===== src/dpoc_pkg.sv =====
// Package: register map, field positions, reset values and timing counts for display port output control
package dpoc_pkg;

  // Register byte offsets
  localparam logic [7:0] SYNC_CTRL_OFF   = 8'h00; // Sync polarity and enables
  localparam logic [7:0] PORT_CTRL_OFF   = 8'h04; // Legacy timing, digital port modes
  localparam logic [7:0] PORT_STAT_OFF   = 8'h08; // Port availability and status
  localparam logic [7:0] SBUS_CMD_OFF    = 8'h0C; // Serial bus command
  localparam logic [7:0] SBUS_DATA_OFF   = 8'h10; // Serial bus data
  localparam logic [7:0] SBUS_STAT_OFF   = 8'h14; // Serial bus status
  localparam logic [7:0] SBUS_DIV_OFF    = 8'h18; // Serial bus clock divider
  localparam logic [7:0] PIXEL_OFF       = 8'h1C; // Analog pixel word

  // Sync control fields
  localparam int HS_EN_BIT   = 0;
  localparam int VS_EN_BIT   = 1;
  localparam int HS_POL_BIT  = 2;
  localparam int VS_POL_BIT  = 3;
  localparam int HS_IDLE_BIT = 4;
  localparam int VS_IDLE_BIT = 5;
  localparam logic [5:0] SYNC_CTRL_RST = 6'h30; // Disabled, idle high

  // Port control fields
  localparam int LEGACY_BIT  = 0;
  localparam int DUAL_BIT    = 1;
  localparam int DE_SEL_BIT  = 2;
  localparam int PORTB_EN_BIT = 3;
  localparam int PORTC_EN_BIT = 4;
  localparam logic [4:0] PORT_CTRL_RST = 5'h00;

  // Serial bus command fields
  localparam int CMD_START_BIT = 0;
  localparam int CMD_STOP_BIT  = 1;
  localparam int CMD_WRITE_BIT = 2;
  localparam int CMD_READ_BIT  = 3;
  localparam int CMD_NACK_BIT  = 4;

  // Color channel width
  localparam int COLOR_W = 8;

  // Serial bus timing
  localparam int  CLK_MHZ        = 200;
  localparam int  SBUS_MAX_KHZ   = 400;
  localparam int  SBUS_MIN_DIV   = (CLK_MHZ * 1000 + 4 * SBUS_MAX_KHZ - 1) / (4 * SBUS_MAX_KHZ);
  localparam logic [15:0] SBUS_DIV_RST = 16'(SBUS_MIN_DIV);

  // Pixel rate limits in MHz
  localparam int ANALOG_MAX_MHZ  = 350;
  localparam int DIGITAL_MAX_MHZ = 165;
  localparam int DUAL_MAX_MPIX   = 330;

  // AXI responses
  localparam logic [1:0] RESP_OKAY   = 2'h0;
  localparam logic [1:0] RESP_SLVERR = 2'h2;

endpackage : dpoc_pkg


===== src/dpoc_top.sv =====
// Display port output control: sync, port muxing and monitor query bus with AXI4-Lite registers
//
// Our own choices: the register addresses and the AXI4-Lite register port.
module dpoc_top
#(
  parameter int DATA_W = 12
)
(
  input  wire logic                 aclk,
  input  wire logic                 aresetn,
  input  wire logic [7:0]           s_axi_awaddr,
  input  wire logic                 s_axi_awvalid,
  output logic                      s_axi_awready,
  input  wire logic [31:0]          s_axi_wdata,
  input  wire logic [3:0]           s_axi_wstrb,
  input  wire logic                 s_axi_wvalid,
  output logic                      s_axi_wready,
  output logic [1:0]                s_axi_bresp,
  output logic                      s_axi_bvalid,
  input  wire logic                 s_axi_bready,
  input  wire logic [7:0]           s_axi_araddr,
  input  wire logic                 s_axi_arvalid,
  output logic                      s_axi_arready,
  output logic [31:0]               s_axi_rdata,
  output logic [1:0]                s_axi_rresp,
  output logic                      s_axi_rvalid,
  input  wire logic                 s_axi_rready,
  input  wire logic                 legacy_hsync,
  input  wire logic                 legacy_vsync,
  input  wire logic                 gen_hsync,
  input  wire logic                 gen_vsync,
  input  wire logic                 active_video,
  input  wire logic [2*DATA_W-1:0]  pixel_in,
  input  wire logic                 ext_gfx_present,
  output logic                      hsync_out,
  output logic                      vsync_out,
  output logic [7:0]                dac_red,
  output logic [7:0]                dac_green,
  output logic [7:0]                dac_blue,
  output logic [DATA_W-1:0]         port_b_data,
  output logic [DATA_W-1:0]         port_c_data,
  output logic                      port_b_blank_de,
  output logic                      port_c_blank_de,
  output logic                      ports_available,
  input  wire logic                 analog_monitor_query_clock_in,
  output logic                      analog_monitor_query_clock_oe_n,
  input  wire logic                 analog_monitor_query_data_in,
  output logic                      analog_monitor_query_data_oe_n
);

  // Refuse port widths that the split pixel bus cannot serve
  if (DATA_W < 1 || DATA_W > 16)
  begin : g_bad_width
    $error("DATA_W out of range");
  end

  ////////////////////////////////////////////////////////////////////////////
  // Register state
  logic [5:0]  sync_ctrl_reg;
  logic [4:0]  port_ctrl_reg;
  logic [15:0] sbus_div_reg;
  logic [7:0]  sbus_wdata_reg;
  logic [4:0]  sbus_cmd_reg;
  logic        sbus_go_reg;
  logic [23:0] pixel_reg;
  logic        ext_m, ext_s, avail_reg;
  logic        aw_held, w_held;
  logic [7:0]  aw_addr_reg;
  logic [31:0] w_data_reg;
  logic [3:0]  w_strb_reg;
  logic        wr_fire;
  logic [7:0]  sb_rdata;
  logic        sb_busy, sb_err;
  logic        raw_h, raw_v;
  logic [DATA_W-1:0] pb_reg, pc_reg;
  logic        pb_bd_reg, pc_bd_reg;
  logic        scl_oe_n_w, sda_oe_n_w;
  logic        scl_oe_reg, sda_oe_reg;
  logic [7:0]  r_reg, g_reg, b_reg;

  ////////////////////////////////////////////////////////////////////////////
  // AXI write channel: address and data in either order
  assign wr_fire = aw_held && w_held && !s_axi_bvalid;

  always_ff @(posedge aclk)
  begin
    if (!aresetn)
    begin
      aw_held       <= 1'b0;
      w_held        <= 1'b0;
      aw_addr_reg   <= 8'h00;
      w_data_reg    <= 32'h00000000;
      w_strb_reg    <= 4'h0;
      s_axi_awready <= 1'b0;
      s_axi_wready  <= 1'b0;
      s_axi_bvalid  <= 1'b0;
      s_axi_bresp   <= dpoc_pkg::RESP_OKAY;
    end
    else
    begin
      s_axi_awready <= !aw_held && !s_axi_awready && s_axi_awvalid;
      s_axi_wready  <= !w_held && !s_axi_wready && s_axi_wvalid;
      if (s_axi_awvalid && s_axi_awready)
      begin
        aw_held     <= 1'b1;
        aw_addr_reg <= s_axi_awaddr;
      end
      if (s_axi_wvalid && s_axi_wready)
      begin
        w_held     <= 1'b1;
        w_data_reg <= s_axi_wdata;
        w_strb_reg <= s_axi_wstrb;
      end
      if (wr_fire)
      begin
        aw_held      <= 1'b0;
        w_held       <= 1'b0;
        s_axi_bvalid <= 1'b1;
        s_axi_bresp  <= (aw_addr_reg[7:2] <= dpoc_pkg::PIXEL_OFF[7:2]) ? dpoc_pkg::RESP_OKAY
                                                                      : dpoc_pkg::RESP_SLVERR;
      end
      else if (s_axi_bready)
        s_axi_bvalid <= 1'b0;
    end
  end

  // Register writes; low byte lane carries control fields
  always_ff @(posedge aclk)
  begin
    if (!aresetn)
    begin
      sync_ctrl_reg  <= dpoc_pkg::SYNC_CTRL_RST;
      port_ctrl_reg  <= dpoc_pkg::PORT_CTRL_RST;
      sbus_div_reg   <= dpoc_pkg::SBUS_DIV_RST;
      sbus_wdata_reg <= 8'h00;
      sbus_cmd_reg   <= 5'h00;
      sbus_go_reg    <= 1'b0;
      pixel_reg      <= 24'h000000;
    end
    else
    begin
      sbus_go_reg <= 1'b0;
      if (wr_fire && w_strb_reg[0])
      begin
        unique case (aw_addr_reg)
          dpoc_pkg::SYNC_CTRL_OFF: sync_ctrl_reg  <= w_data_reg[5:0];
          dpoc_pkg::PORT_CTRL_OFF: port_ctrl_reg  <= w_data_reg[4:0];
          dpoc_pkg::SBUS_DATA_OFF: sbus_wdata_reg <= w_data_reg[7:0];
          dpoc_pkg::SBUS_CMD_OFF:
            if (!sb_busy)
            begin
              sbus_cmd_reg <= w_data_reg[4:0];
              sbus_go_reg  <= 1'b1;
            end
          dpoc_pkg::SBUS_DIV_OFF:
            // Floor keeps the serial clock at or below 400 kHz
            sbus_div_reg <= ({w_data_reg[15:8], w_data_reg[7:0]} < dpoc_pkg::SBUS_DIV_RST)
                            ? dpoc_pkg::SBUS_DIV_RST : w_data_reg[15:0];
          dpoc_pkg::PIXEL_OFF: pixel_reg <= w_data_reg[23:0];
          default: ;
        endcase
      end
    end
  end

  ////////////////////////////////////////////////////////////////////////////
  // AXI read channel
  always_ff @(posedge aclk)
  begin
    if (!aresetn)
    begin
      s_axi_arready <= 1'b0;
      s_axi_rvalid  <= 1'b0;
      s_axi_rdata   <= 32'h00000000;
      s_axi_rresp   <= dpoc_pkg::RESP_OKAY;
    end
    else
    begin
      s_axi_arready <= !s_axi_rvalid && !s_axi_arready && s_axi_arvalid;
      if (s_axi_arvalid && s_axi_arready)
      begin
        s_axi_rvalid <= 1'b1;
        s_axi_rresp  <= dpoc_pkg::RESP_OKAY;
        unique case (s_axi_araddr)
          dpoc_pkg::SYNC_CTRL_OFF: s_axi_rdata <= {26'h0000000, sync_ctrl_reg};
          dpoc_pkg::PORT_CTRL_OFF: s_axi_rdata <= {27'h0000000, port_ctrl_reg};
          dpoc_pkg::PORT_STAT_OFF: s_axi_rdata <= {31'h00000000, avail_reg};
          dpoc_pkg::SBUS_CMD_OFF:  s_axi_rdata <= {27'h0000000, sbus_cmd_reg};
          dpoc_pkg::SBUS_DATA_OFF: s_axi_rdata <= {24'h000000, sb_rdata};
          dpoc_pkg::SBUS_STAT_OFF: s_axi_rdata <= {28'h0000000, sda_s_view(), scl_s_view(), sb_err, sb_busy};
          dpoc_pkg::SBUS_DIV_OFF:  s_axi_rdata <= {16'h0000, sbus_div_reg};
          dpoc_pkg::PIXEL_OFF:     s_axi_rdata <= {8'h00, pixel_reg};
          default:
          begin
            s_axi_rdata <= 32'h00000000;
            s_axi_rresp <= dpoc_pkg::RESP_SLVERR;
          end
        endcase
      end
      else if (s_axi_rready)
        s_axi_rvalid <= 1'b0;
    end
  end

  // Line levels seen through the engine's own drive, for unidirectional polling
  function automatic logic scl_s_view();
    return ~scl_oe_reg;
  endfunction : scl_s_view

  function automatic logic sda_s_view();
    return ~sda_oe_reg;
  endfunction : sda_s_view

  ////////////////////////////////////////////////////////////////////////////
  // Timing source select: legacy timing ignores the generator entirely
  assign raw_h = port_ctrl_reg[dpoc_pkg::LEGACY_BIT] ? legacy_hsync : gen_hsync;
  assign raw_v = port_ctrl_reg[dpoc_pkg::LEGACY_BIT] ? legacy_vsync : gen_vsync;

  // Separate horizontal and vertical sync stages only
  dpoc_sync_out u_hsync
  (
    .aclk       (aclk),
    .aresetn    (aresetn),
    .raw_sync   (raw_h),
    .enable     (sync_ctrl_reg[dpoc_pkg::HS_EN_BIT]),
    .invert     (sync_ctrl_reg[dpoc_pkg::HS_POL_BIT]),
    .idle_level (sync_ctrl_reg[dpoc_pkg::HS_IDLE_BIT]),
    .sync_out   (hsync_out)
  );

  dpoc_sync_out u_vsync
  (
    .aclk       (aclk),
    .aresetn    (aresetn),
    .raw_sync   (raw_v),
    .enable     (sync_ctrl_reg[dpoc_pkg::VS_EN_BIT]),
    .invert     (sync_ctrl_reg[dpoc_pkg::VS_POL_BIT]),
    .idle_level (sync_ctrl_reg[dpoc_pkg::VS_IDLE_BIT]),
    .sync_out   (vsync_out)
  );

  ////////////////////////////////////////////////////////////////////////////
  // Strap synchroniser for external graphics presence
  always_ff @(posedge aclk)
  begin
    ext_m <= ext_gfx_present;
    ext_s <= ext_m;
  end

  always_ff @(posedge aclk)
  begin
    if (!aresetn)
      avail_reg <= 1'b0;
    else
      avail_reg <= !ext_s;
  end

  // Analog converter words, three 8-bit channels
  always_ff @(posedge aclk)
  begin
    if (!aresetn)
    begin
      r_reg <= 8'h00;
      g_reg <= 8'h00;
      b_reg <= 8'h00;
    end
    else
    begin
      r_reg <= active_video ? pixel_reg[23:16] : 8'h00;
      g_reg <= active_video ? pixel_reg[15:8]  : 8'h00;
      b_reg <= active_video ? pixel_reg[7:0]   : 8'h00;
    end
  end

  // Digital ports: split single bus in dual mode, idle when unavailable
  always_ff @(posedge aclk)
  begin
    if (!aresetn || !avail_reg)
    begin
      pb_reg    <= '0;
      pc_reg    <= '0;
      pb_bd_reg <= 1'b0;
      pc_bd_reg <= 1'b0;
    end
    else
    begin
      if (port_ctrl_reg[dpoc_pkg::DUAL_BIT])
      begin
        pb_reg <= pixel_in[2*DATA_W-1:DATA_W];
        pc_reg <= pixel_in[DATA_W-1:0];
      end
      else
      begin
        pb_reg <= port_ctrl_reg[dpoc_pkg::PORTB_EN_BIT] ? pixel_in[DATA_W-1:0] : '0;
        pc_reg <= port_ctrl_reg[dpoc_pkg::PORTC_EN_BIT] ? pixel_in[DATA_W-1:0] : '0;
      end
      // Blank is active low: high during active video, same as enable
      pb_bd_reg <= port_ctrl_reg[dpoc_pkg::DE_SEL_BIT] ? active_video : active_video;
      pc_bd_reg <= active_video;
    end
  end

  // Serial bus engine on the dedicated analog query pins
  dpoc_sbus u_sbus
  (
    .aclk     (aclk),
    .aresetn  (aresetn),
    .div      (sbus_div_reg),
    .go       (sbus_go_reg),
    .cmd      (sbus_cmd_reg),
    .wdata    (sbus_wdata_reg),
    .rdata    (sb_rdata),
    .busy     (sb_busy),
    .ack_err  (sb_err),
    .scl_in   (analog_monitor_query_clock_in),
    .sda_in   (analog_monitor_query_data_in),
    .scl_oe_n (scl_oe_n_w),
    .sda_oe_n (sda_oe_n_w)
  );

  // Registered open-drain enables (high = pull low)
  always_ff @(posedge aclk)
  begin
    if (!aresetn)
    begin
      scl_oe_reg <= 1'b0;
      sda_oe_reg <= 1'b0;
    end
    else
    begin
      scl_oe_reg <= ~scl_oe_n_w;
      sda_oe_reg <= ~sda_oe_n_w;
    end
  end

  assign analog_monitor_query_clock_oe_n = ~scl_oe_reg;
  assign analog_monitor_query_data_oe_n  = ~sda_oe_reg;
  assign dac_red         = r_reg;
  assign dac_green       = g_reg;
  assign dac_blue        = b_reg;
  assign port_b_data     = pb_reg;
  assign port_c_data     = pc_reg;
  assign port_b_blank_de = pb_bd_reg;
  assign port_c_blank_de = pc_bd_reg;
  assign ports_available = avail_reg;

  ////////////////////////////////////////////////////////////////////////////
  // Checks
  a_sync_reset_high: assert property (@(posedge aclk)
    $rose(aresetn) |-> hsync_out && vsync_out)
    else $error("Syncs not high after reset");

  a_sync_pol_apply: assert property (@(posedge aclk) disable iff (!aresetn)
    sync_ctrl_reg[dpoc_pkg::HS_EN_BIT] && $stable(sync_ctrl_reg) |=> hsync_out == ($past(raw_h) ^ $past(sync_ctrl_reg[dpoc_pkg::HS_POL_BIT])))
    else $error("Hsync polarity wrong");

  // Checked at the pin: legacy vsync must reach the output, generator ignored
  a_legacy_select: assert property (@(posedge aclk) disable iff (!aresetn)
    port_ctrl_reg[dpoc_pkg::LEGACY_BIT] && sync_ctrl_reg[dpoc_pkg::VS_EN_BIT]
      |=> vsync_out == ($past(legacy_vsync) ^ $past(sync_ctrl_reg[dpoc_pkg::VS_POL_BIT])))
    else $error("Legacy timing not used");

  a_ports_unavail: assert property (@(posedge aclk) disable iff (!aresetn)
    !avail_reg |=> port_b_data == '0 && port_c_data == '0)
    else $error("Port driven while unavailable");

  a_ext_blocks: assert property (@(posedge aclk) disable iff (!aresetn)
    ext_gfx_present [*4] |-> !ports_available)
    else $error("Ports available with external graphics");

  a_dual_split: assert property (@(posedge aclk) disable iff (!aresetn)
    avail_reg && port_ctrl_reg[dpoc_pkg::DUAL_BIT] |=> port_b_data == $past(pixel_in[2*DATA_W-1:DATA_W]))
    else $error("Dual split wrong");

  a_dac_blank: assert property (@(posedge aclk) disable iff (!aresetn)
    !active_video |=> dac_red == 8'h00 && dac_blue == 8'h00)
    else $error("DAC not blanked");

  a_div_floor: assert property (@(posedge aclk) disable iff (!aresetn)
    sbus_div_reg >= dpoc_pkg::SBUS_DIV_RST)
    else $error("Serial divider below floor");

endmodule : dpoc_top


===== src/dpoc_sync_out.sv =====
// Sync output stage: polarity, enable and static idle level
module dpoc_sync_out
(
  input  wire logic aclk,
  input  wire logic aresetn,
  input  wire logic raw_sync,
  input  wire logic enable,
  input  wire logic invert,
  input  wire logic idle_level,
  output logic      sync_out
);

  logic sync_reg;

  ////////////////////////////////////////////////////////////////////////////
  // Registered output, idle high out of reset
  always_ff @(posedge aclk)
  begin
    if (!aresetn)
      sync_reg <= 1'b1;
    else if (enable)
      sync_reg <= raw_sync ^ invert;
    else
      sync_reg <= idle_level;
  end

  assign sync_out = sync_reg;

  a_sync_idle_hold: assert property (@(posedge aclk) disable iff (!aresetn)
    !enable |=> sync_out == $past(idle_level))
    else $error("Disabled sync not at idle level");

endmodule : dpoc_sync_out


===== src/dpoc_sbus.sv =====
// Open-drain serial bus engine for the monitor query channel
module dpoc_sbus
(
  input  wire logic        aclk,
  input  wire logic        aresetn,
  input  wire logic [15:0] div,
  input  wire logic        go,
  input  wire logic [4:0]  cmd,
  input  wire logic [7:0]  wdata,
  output logic [7:0]       rdata,
  output logic             busy,
  output logic             ack_err,
  input  wire logic        scl_in,
  input  wire logic        sda_in,
  output logic             scl_oe_n,
  output logic             sda_oe_n
);

  typedef enum {IDLE, START, BIT, ACK, STOP} dpoc_sb_state_t;
  dpoc_sb_state_t state_reg;
  logic [15:0] cnt_reg;
  logic [1:0]  ph_reg;
  logic [3:0]  bit_reg;
  logic [7:0]  sh_reg;
  logic [4:0]  cmd_reg;
  logic        scl_low_reg, sda_low_reg, err_reg;
  logic        scl_m, scl_s, sda_m, sda_s;
  logic        tick;
  logic [15:0] scl_hi_cnt;

  // Two-flop synchronisers for the line levels
  always_ff @(posedge aclk)
  begin
    scl_m <= scl_in;
    scl_s <= scl_m;
    sda_m <= sda_in;
    sda_s <= sda_m;
  end

  // Quarter-bit tick; stretched while the far end holds clock low
  assign tick = (cnt_reg == 16'h0000) && !(ph_reg == 2'h2 && !scl_s && !scl_low_reg);

  always_ff @(posedge aclk)
  begin
    if (!aresetn || state_reg == IDLE || cnt_reg == 16'h0000)
      cnt_reg <= (div == 16'h0000) ? 16'h0000 : div - 16'h0001;
    else
      cnt_reg <= cnt_reg - 16'h0001;
  end

  // Bit engine, 4 phases per bit
  always_ff @(posedge aclk)
  begin
    if (!aresetn)
    begin
      state_reg   <= IDLE;
      ph_reg      <= 2'h0;
      bit_reg     <= 4'h0;
      sh_reg      <= 8'h00;
      cmd_reg     <= 5'h00;
      scl_low_reg <= 1'b0;
      sda_low_reg <= 1'b0;
      err_reg     <= 1'b0;
    end
    else
    begin
      unique case (state_reg)
        IDLE:
          if (go)
          begin
            cmd_reg <= cmd;
            sh_reg  <= wdata;
            ph_reg  <= 2'h0;
            bit_reg <= 4'h0;
            err_reg <= 1'b0;
            state_reg <= cmd[dpoc_pkg::CMD_START_BIT] ? START
                       : (cmd[dpoc_pkg::CMD_WRITE_BIT] | cmd[dpoc_pkg::CMD_READ_BIT]) ? BIT : STOP;
          end
        START:
          if (tick)
          begin
            ph_reg <= ph_reg + 2'h1;
            unique case (ph_reg)
              2'h0: begin scl_low_reg <= 1'b0; sda_low_reg <= 1'b0; end
              2'h1: sda_low_reg <= 1'b1;
              2'h2: scl_low_reg <= 1'b1;
              2'h3: state_reg <= (cmd_reg[dpoc_pkg::CMD_WRITE_BIT] | cmd_reg[dpoc_pkg::CMD_READ_BIT])
                                 ? BIT : (cmd_reg[dpoc_pkg::CMD_STOP_BIT] ? STOP : IDLE);
            endcase
          end
        BIT, ACK:
          if (tick)
          begin
            ph_reg <= ph_reg + 2'h1;
            unique case (ph_reg)
              2'h0: sda_low_reg <= (state_reg == BIT)
                    ? (cmd_reg[dpoc_pkg::CMD_WRITE_BIT] & ~sh_reg[7])
                    : (cmd_reg[dpoc_pkg::CMD_READ_BIT] & ~cmd_reg[dpoc_pkg::CMD_NACK_BIT]);
              2'h1: scl_low_reg <= 1'b0;
              2'h2:
                if (state_reg == BIT)
                  sh_reg <= {sh_reg[6:0], sda_s};
                else if (cmd_reg[dpoc_pkg::CMD_WRITE_BIT])
                  err_reg <= sda_s;
              2'h3:
              begin
                scl_low_reg <= 1'b1;
                if (state_reg == ACK)
                  state_reg <= cmd_reg[dpoc_pkg::CMD_STOP_BIT] ? STOP : IDLE;
                else if (bit_reg == 4'h7)
                  state_reg <= ACK;
                bit_reg <= bit_reg + 4'h1;
              end
            endcase
          end
        STOP:
          if (tick)
          begin
            ph_reg <= ph_reg + 2'h1;
            unique case (ph_reg)
              2'h0: sda_low_reg <= 1'b1;
              2'h1: scl_low_reg <= 1'b0;
              2'h2: sda_low_reg <= 1'b0;
              2'h3: state_reg <= IDLE;
            endcase
          end
      endcase
    end
  end

  // Open-drain: enable low pulls the line low, otherwise released
  assign scl_oe_n = ~scl_low_reg;
  assign sda_oe_n = ~sda_low_reg;
  assign busy     = (state_reg != IDLE);
  assign rdata    = sh_reg;
  assign ack_err  = err_reg;

  // Cycles the clock line has been released, saturating
  always_ff @(posedge aclk)
  begin
    if (!aresetn || scl_low_reg)
      scl_hi_cnt <= 16'h0000;
    else if (scl_hi_cnt != 16'hFFFF)
      scl_hi_cnt <= scl_hi_cnt + 16'h0001;
  end

  // A high phase shorter than half a bit at the floor divider breaks the rate limit
  a_sbus_rate: assert property (@(posedge aclk) disable iff (!aresetn)
    $rose(scl_low_reg) |-> scl_hi_cnt >= 16'(2 * dpoc_pkg::SBUS_MIN_DIV))
    else $error("Serial clock high phase too short");

endmodule : dpoc_sbus


===== config.mk =====
export PLATFORM = sky130hd
export DESIGN_NAME = dpoc_top
export DESIGN_NICKNAME = d
export VERILOG_FILES = /design/src/dpoc_pkg.sv /design/src/dpoc_top.sv /design/src/dpoc_sync_out.sv /design/src/dpoc_sbus.sv
export SDC_FILE = /design/constraint.sdc
export NUM_CORES = 1
export LEC_CHECK = 0
export BUFFER_PORTS_ARGS = -buffer_cell sky130_fd_sc_hd__buf_2
export CORE_ASPECT_RATIO = 1.4
export CORE_UTILIZATION = 55
export CTS_CLUSTER_DIAMETER = 120
export DETAILED_ROUTE_END_ITERATION = 16
export GPL_TIMING_DRIVEN = 0
export HOLD_SLACK_MARGIN = 0.06
export PLACE_DENSITY = 0.83
export SYNTH_ARGS = -nofsm -noshare
export SYNTH_HDL_FRONTEND = slang
export SYNTH_SLANG_ARGS = --single-unit

===== constraint.sdc =====
create_clock -name aclk -period 6.1 [get_ports aclk]
set_input_delay 0.915 -clock aclk [delete_from_list [all_inputs] [get_ports aclk]]
set_output_delay 0.915 -clock aclk [all_outputs]
set_load 0.02 [all_outputs]

Word level (Yosys, flattened, before mapping). Index checks and enable logic that the tools add are counted.

Register bits after elaboration: 271. Word-level logic and storage cells: 234.

Bitwise operators: 12. Reduce and logical (&&, ||, !) cells: 63. Multiplexer cells: 66. Eq/ne operators: 41. $add $sub $neg: 4. Order comparisons: 2.

Operators with widths (count): two-way mux 32 bit (10); one-hot mux 24 bit (8 select lines) (1); one-hot mux 32 bit (4 select lines) (1); equality test 32 x 3 -> 1 bit (second input constant) (3); equality test 32 x 2 -> 1 bit (second input constant) (2); logical NOT 32 bit (2); equality test 8 x 5 -> 1 bit (second input constant) (7); two-way mux 12 bit (4); two-way mux 16 bit (3); equality test 32 x 1 -> 1 bit (second input constant) (1); logical NOT 16 bit (2); two-way mux 8 bit (4); nonzero test 32 bit (1); subtractor 16 x 1 -> 16 bit (second input constant) (2); equality test 8 x 4 -> 1 bit (second input constant) (3); two-way mux 1 bit (23); != test 2 x 1 -> 1 bit (second input constant) (10); equality test 8 x 3 -> 1 bit (second input constant) (2); logical NOT 8 bit (2); < comparator 16 x 7 -> 1 bit (second input constant) (1); one-hot mux 8 bit (2 select lines) (1); AND reduction 2 bit (8); logical AND 1 bit (15); != test 3 x 1 -> 1 bit (second input constant) (5); other kinds (32) (75).

Depth between registers and ports, before layout.
Depth after elaboration: 7. Depth in mapped cells: 8. Depth with buffers taken out: 7.

Modules after synthesis. A second synthesis with hierarchy kept.

Cells, all modules: 1053. Area, all modules: 9603.0 um^2.

By module, submodules not included: dpoc_top (instances 1, cells each 706, area each 6717.7 um^2); dpoc_sbus (instances 1, cells each 339, area each 2800.2 um^2); dpoc_sync_out (instances 2, cells each 4, area each 42.5 um^2).

Worst setup path before layout. Ideal clock, no wire load.

Kind: input to register. Start: input s_axi_araddr[1]. End: register s_axi_rdata[10]. Data required time: 6.035 ns. Path slack: 3.680 ns. Arrival: 2.354 ns. Cell stages on the path: 6. Cells stage by stage: or4_1 > nor3_1 > clkbuf_1 > nand3_1 > a2bb2oi_1 > nor2_1.

Cells in the longest elaborated chain, start to end: 2. Elaborated cells on any way between the ends: 9. Classes of those cells: eq/ne (7); mux (1); reduce/logical (1).

Ends and longest elaborated chain: start: declaration (RTL line dpoc_top.sv:21) `input wire logic [7:0] s_axi_araddr,`; equality test 8 x 5 -> 1 bit (tied with other cells) (RTL line dpoc_top.sv:184) `unique case (s_axi_araddr)`; one-hot mux 24 bit (8 select lines) (*) (RTL line dpoc_top.sv:184); end signal: assignment (RTL line dpoc_top.sv:185) `dpoc_pkg::SYNC_CTRL_OFF: s_axi_rdata <= {26'h0000000, sync_ctrl_reg};`; end signal: assignment (RTL line dpoc_top.sv:186) `dpoc_pkg::PORT_CTRL_OFF: s_axi_rdata <= {27'h0000000, port_ctrl_reg};`; end signal: assignment (RTL line dpoc_top.sv:187) `dpoc_pkg::PORT_STAT_OFF: s_axi_rdata <= {31'h00000000, avail_reg};`; end: declaration (RTL line dpoc_top.sv:24) `output logic [31:0] s_axi_rdata,`.

Mark *: on every way between the ends. The rest lies on a longest branch, timed or not. A chain may end at the register's enable or synchronous reset.

Final worst setup path.
Start: register u_sbus.ph_reg[0]. End: register u_sbus.sh_reg[6], in the netlist u_sbus.rdata[6].

Cells in the longest elaborated chain, start to end: 7. Elaborated cells on any way between the ends: 8. Classes of those cells: eq/ne (3); reduce/logical (5).

Ends and longest elaborated chain: start: declaration (RTL line dpoc_sbus.sv:22) `logic [1:0] ph_reg;`; start signal: assignment (RTL line dpoc_sbus.sv:82) `ph_reg <= ph_reg + 2'h1;`; start signal: assignment (RTL line dpoc_sbus.sv:94) `ph_reg <= ph_reg + 2'h1;`; start signal: assignment (RTL line dpoc_sbus.sv:119) `ph_reg <= ph_reg + 2'h1;`; equality test 2 bit (*) (RTL line dpoc_sbus.sv:41, dpoc_sbus.sv:95); logical AND 1 bit (2 in a row) (RTL line dpoc_sbus.sv:41) `assign tick = (cnt_reg == 16'h0000) && !(ph_reg == 2'h2 && !scl_s && !scl_low_reg);`; logical NOT 1 bit (RTL line dpoc_sbus.sv:41); logical AND 1 bit (RTL line dpoc_sbus.sv:41); != test 2 x 1 -> 1 bit (no line); AND reduction 5 bit (no line) (*); end signal: assignment (RTL line dpoc_sbus.sv:72) `sh_reg <= wdata;`; end signal: assignment (RTL line dpoc_sbus.sv:102) `sh_reg <= {sh_reg[6:0], sda_s};`; end: declaration (RTL line dpoc_sbus.sv:24) `logic [7:0] sh_reg;`.

Marked as above.

==> results.yml <==
outcome:
  outcome: "completed"
critical_path:
  critPathMaxStageDelay_ps: 670
  crit_arrival_ps: 3170
  cp_cell_sequence: "inv_1 > ha_1 > nor3b_1 > nand4b_1 > o21ai_1 > buf_2 > nor2_1 > a311oi_1"
  critPathKind: "flip-flop to flip-flop"
  end_kind: "flip-flop"
  crit_required_ps: 6530
  critPathSlowestCell: "o21ai_1"
  cp-start-kind: "flip-flop"
  critical_path.max_fanout: 10
placed_design:
  io_buffers: 163
  dp_hpwl_um: 19100
  dp.cells: 1428
  place_congestion: 0.953
  pre_cts_ws_ps: 3020
drt:
  first_pass_iters: 6
  ant_nets: 0
  drt-initial-drc-count: 823
  wl_um: 26600
  wire_per_inst_um: 18.1
  vias: 8486
  viasPerCell: 5.78
  drc: 0
clocking:
  h-tree-depth: 1
  holdBufCountCts: 0
  root_buffer: "clkbuf_16"
  numCtsBuffers: 22
  clock_insertion_delay_worst_skew_ps: 510
  clk_path_buf_depth: 3
  cts_setup_buffers: 0
  cts.sinks: 231
  cts-resized-gates: 0
  cts_tree: "built"
  clkTransAtPathRegs_ps: 70
timing:
  clock_skew_ps: 14.3
  finalHoldViolations: 0
  tightest_slew_ps: 1280
  slew-limit-headroom_pct: 14.0
  period_share_pct: 45.0
  tns_ps: 0
  layout_setup_ws_ps: 3360
  drv_slew: 0
  setup_viol: 0
  min_period_ps: 2740
  max_freq_ghz: 0.364
  rsz0062_at_grt: "no"
global_route:
  track_usage_pct: 29.6
  grt_max_degree: 16
  grt_first_pass_wirelength_um: 41500
  grt_pass1_vias: 8201
  grt_antenna_before_repair: 0
  gr-total-overflow: 0
layout:
  final_common_cell: "dfxtp_1"
  nNetsFinal: 1348
  finalNonFillerCells: 1468
  post-route-util_pct: 67.5
  diodes: 0
  layout.cells.most_common_list: "231 x dfxtp_1, 169 x buf_2, 160 x nand2_1"
  syn_to_final_growth_pct: 19.7
  layout-drive-gt1-share_pct: 18.9
synthesis:
  ys_dominant_reg_cell: "dfxtp_1"
  ys_ff_latch: 231
  syn_area_um2: 9440
  ys_seq_area_share_pct: 49.0
  yosysUniqueCellTypes: 67
  synth_edf_count: 0
  async_flop_share_pct: 0
  avgSynthCellArea_um2: 8.96
  synth_cells: 1053
  yosys_warnings: 0
run:
  drv_cap: 0
power_and_ir_drop:
  p_leak_nw: 4.49
  p_per_area_nw_per_um2: 274
  vdd_drop_max_mv: 0.228
floorplan:
  io_pins: 187
  die_height_um: 157
  initial_utilization_pct: 56.4
  die_w_um: 113
  rows: 56
  core_um2: 16700
  die_area_um2: 17700
hold_path:
  hp-class: "flip-flop to flip-flop"
==> cells in the mapped netlist, types with 2 or more instances <==
| library cell | count | area share, % |
|---|---|---|
| a21boi_0 | 27 | 2.1 |
| a21oi_1 | 59 | 3.1 |
| a22o_1 | 4 | 0.37 |
| a22oi_1 | 23 | 1.8 |
| a2bb2oi_1 | 9 | 0.84 |
| a311oi_1 | 8 | 0.74 |
| and2_1 | 17 | 1.1 |
| and3_1 | 26 | 1.7 |
| buf_1 | 5 | 0.20 |
| buf_2 | 6 | 0.32 |
| buf_4 | 12 | 0.95 |
| clkbuf_1 | 57 | 2.3 |
| dfxtp_1 | 231 | 49 |
| ha_1 | 8 | 1.1 |
| inv_1 | 15 | 0.60 |
| mux2_2 | 9 | 1.1 |
| mux2i_1 | 45 | 4.8 |
| mux4_2 | 3 | 0.72 |
| nand2_1 | 160 | 6.4 |
| nand2b_1 | 5 | 0.33 |
| nand3_1 | 33 | 1.7 |
| nand3b_1 | 8 | 0.64 |
| nand4_1 | 3 | 0.20 |
| nand4b_1 | 2 | 0.19 |
| nor2_1 | 81 | 3.2 |
| nor2b_1 | 25 | 1.7 |
| nor3_1 | 22 | 1.2 |
| nor3b_1 | 2 | 0.16 |
| nor4_1 | 8 | 0.53 |
| nor4_2 | 2 | 0.27 |
| nor4b_1 | 5 | 0.46 |
| o211ai_1 | 6 | 0.48 |
| o21ai_0 | 34 | 1.8 |
| o21ai_1 | 3 | 0.16 |
| o22ai_1 | 19 | 1.3 |
| o31a_1 | 2 | 0.19 |
| o32ai_1 | 2 | 0.19 |
| or3_1 | 8 | 0.53 |
| or4_1 | 6 | 0.48 |
| xnor2_1 | 20 | 1.9 |
| xor2_1 | 7 | 0.65 |
==> final timing paths <==
kind / start / to / slack [ps] / cells past startpoint
hold / removal: ext_m / ext_s / 330 / 0
setup / recovery: u_sbus.ph_reg[0] / u_sbus.rdata[6] / 3360 / 8
hold reg to reg: ext_m / ext_s / 330 / 0
setup reg to reg: u_sbus.ph_reg[0] / u_sbus.rdata[6] / 3360 / 8
==> cell type report <==
type	instances	area [um^2]
Inverter	16	60.1
Multi-Input combinational cell	734	4420
Fill cell	1348	5450
Clock inverter	8	96.3
Sequential cell	231	4620
Clock buffer	32	659
Timing Repair Buffer	163	816
Buffer	81	364
Tap cell	203	254
==> logic make-up after synthesis <==
group,Yosys count,share of synthesized area [%]
XOR/XNOR,27,2.51
adder cells (fa/ha/maj),8,1.06
flip-flops,231,49.0
AO/OA/AOI/OAI,212,14.6
multiplexers,57,6.56
other,1,0.0397
buffers and inverters,97,4.49
AND/OR/NAND/NOR,420,21.7
==> routing by layer <==
layer | GRT usage (%) | part of all wire, % | vias to the layer above
li1 | - | - | 4042
met5 | 0 | 0 | -
met4 | 15.6 | 4.6 | 0
met2 | 53.7 | 51 | 414
met1 | 33.2 | 37 | 3938
met3 | 4.85 | 7.2 | 92
==> worst max-delay path: cells and delay by family (launching register included) <==
| kind | cells | cell delay, ps |
|---|---|---|
| buf+inv | 2 | 420 |
| flops | 1 | 390 |
| fa+ha+maj | 1 | 320 |
| compound gates | 2 | 890 |
| simple gates | 3 | 650 |
==> stage by stage <==
stage,hold slack [ps],power (W),instance area [um^2]
3_3_place_gp,311,0.00170,10500
3_5_place_dp,312,0.00170,10500
6_report,327,0.00309,11300
4_1_cts,327,0.00309,11300
2_1_floorplan,310,0.00164,9470
5_1_grt,332,0.00317,11300
==> power breakdown <==
group | internal [W] | switching (W) | total, W
sequential | 0.00152 | 0.00000973 | 0.00153
combinational | 0.0000509 | 0.0000890 | 0.000140
clock | 0.000837 | 0.000586 | 0.00142
No activity file was read; power rests on OpenSTA's default activity.
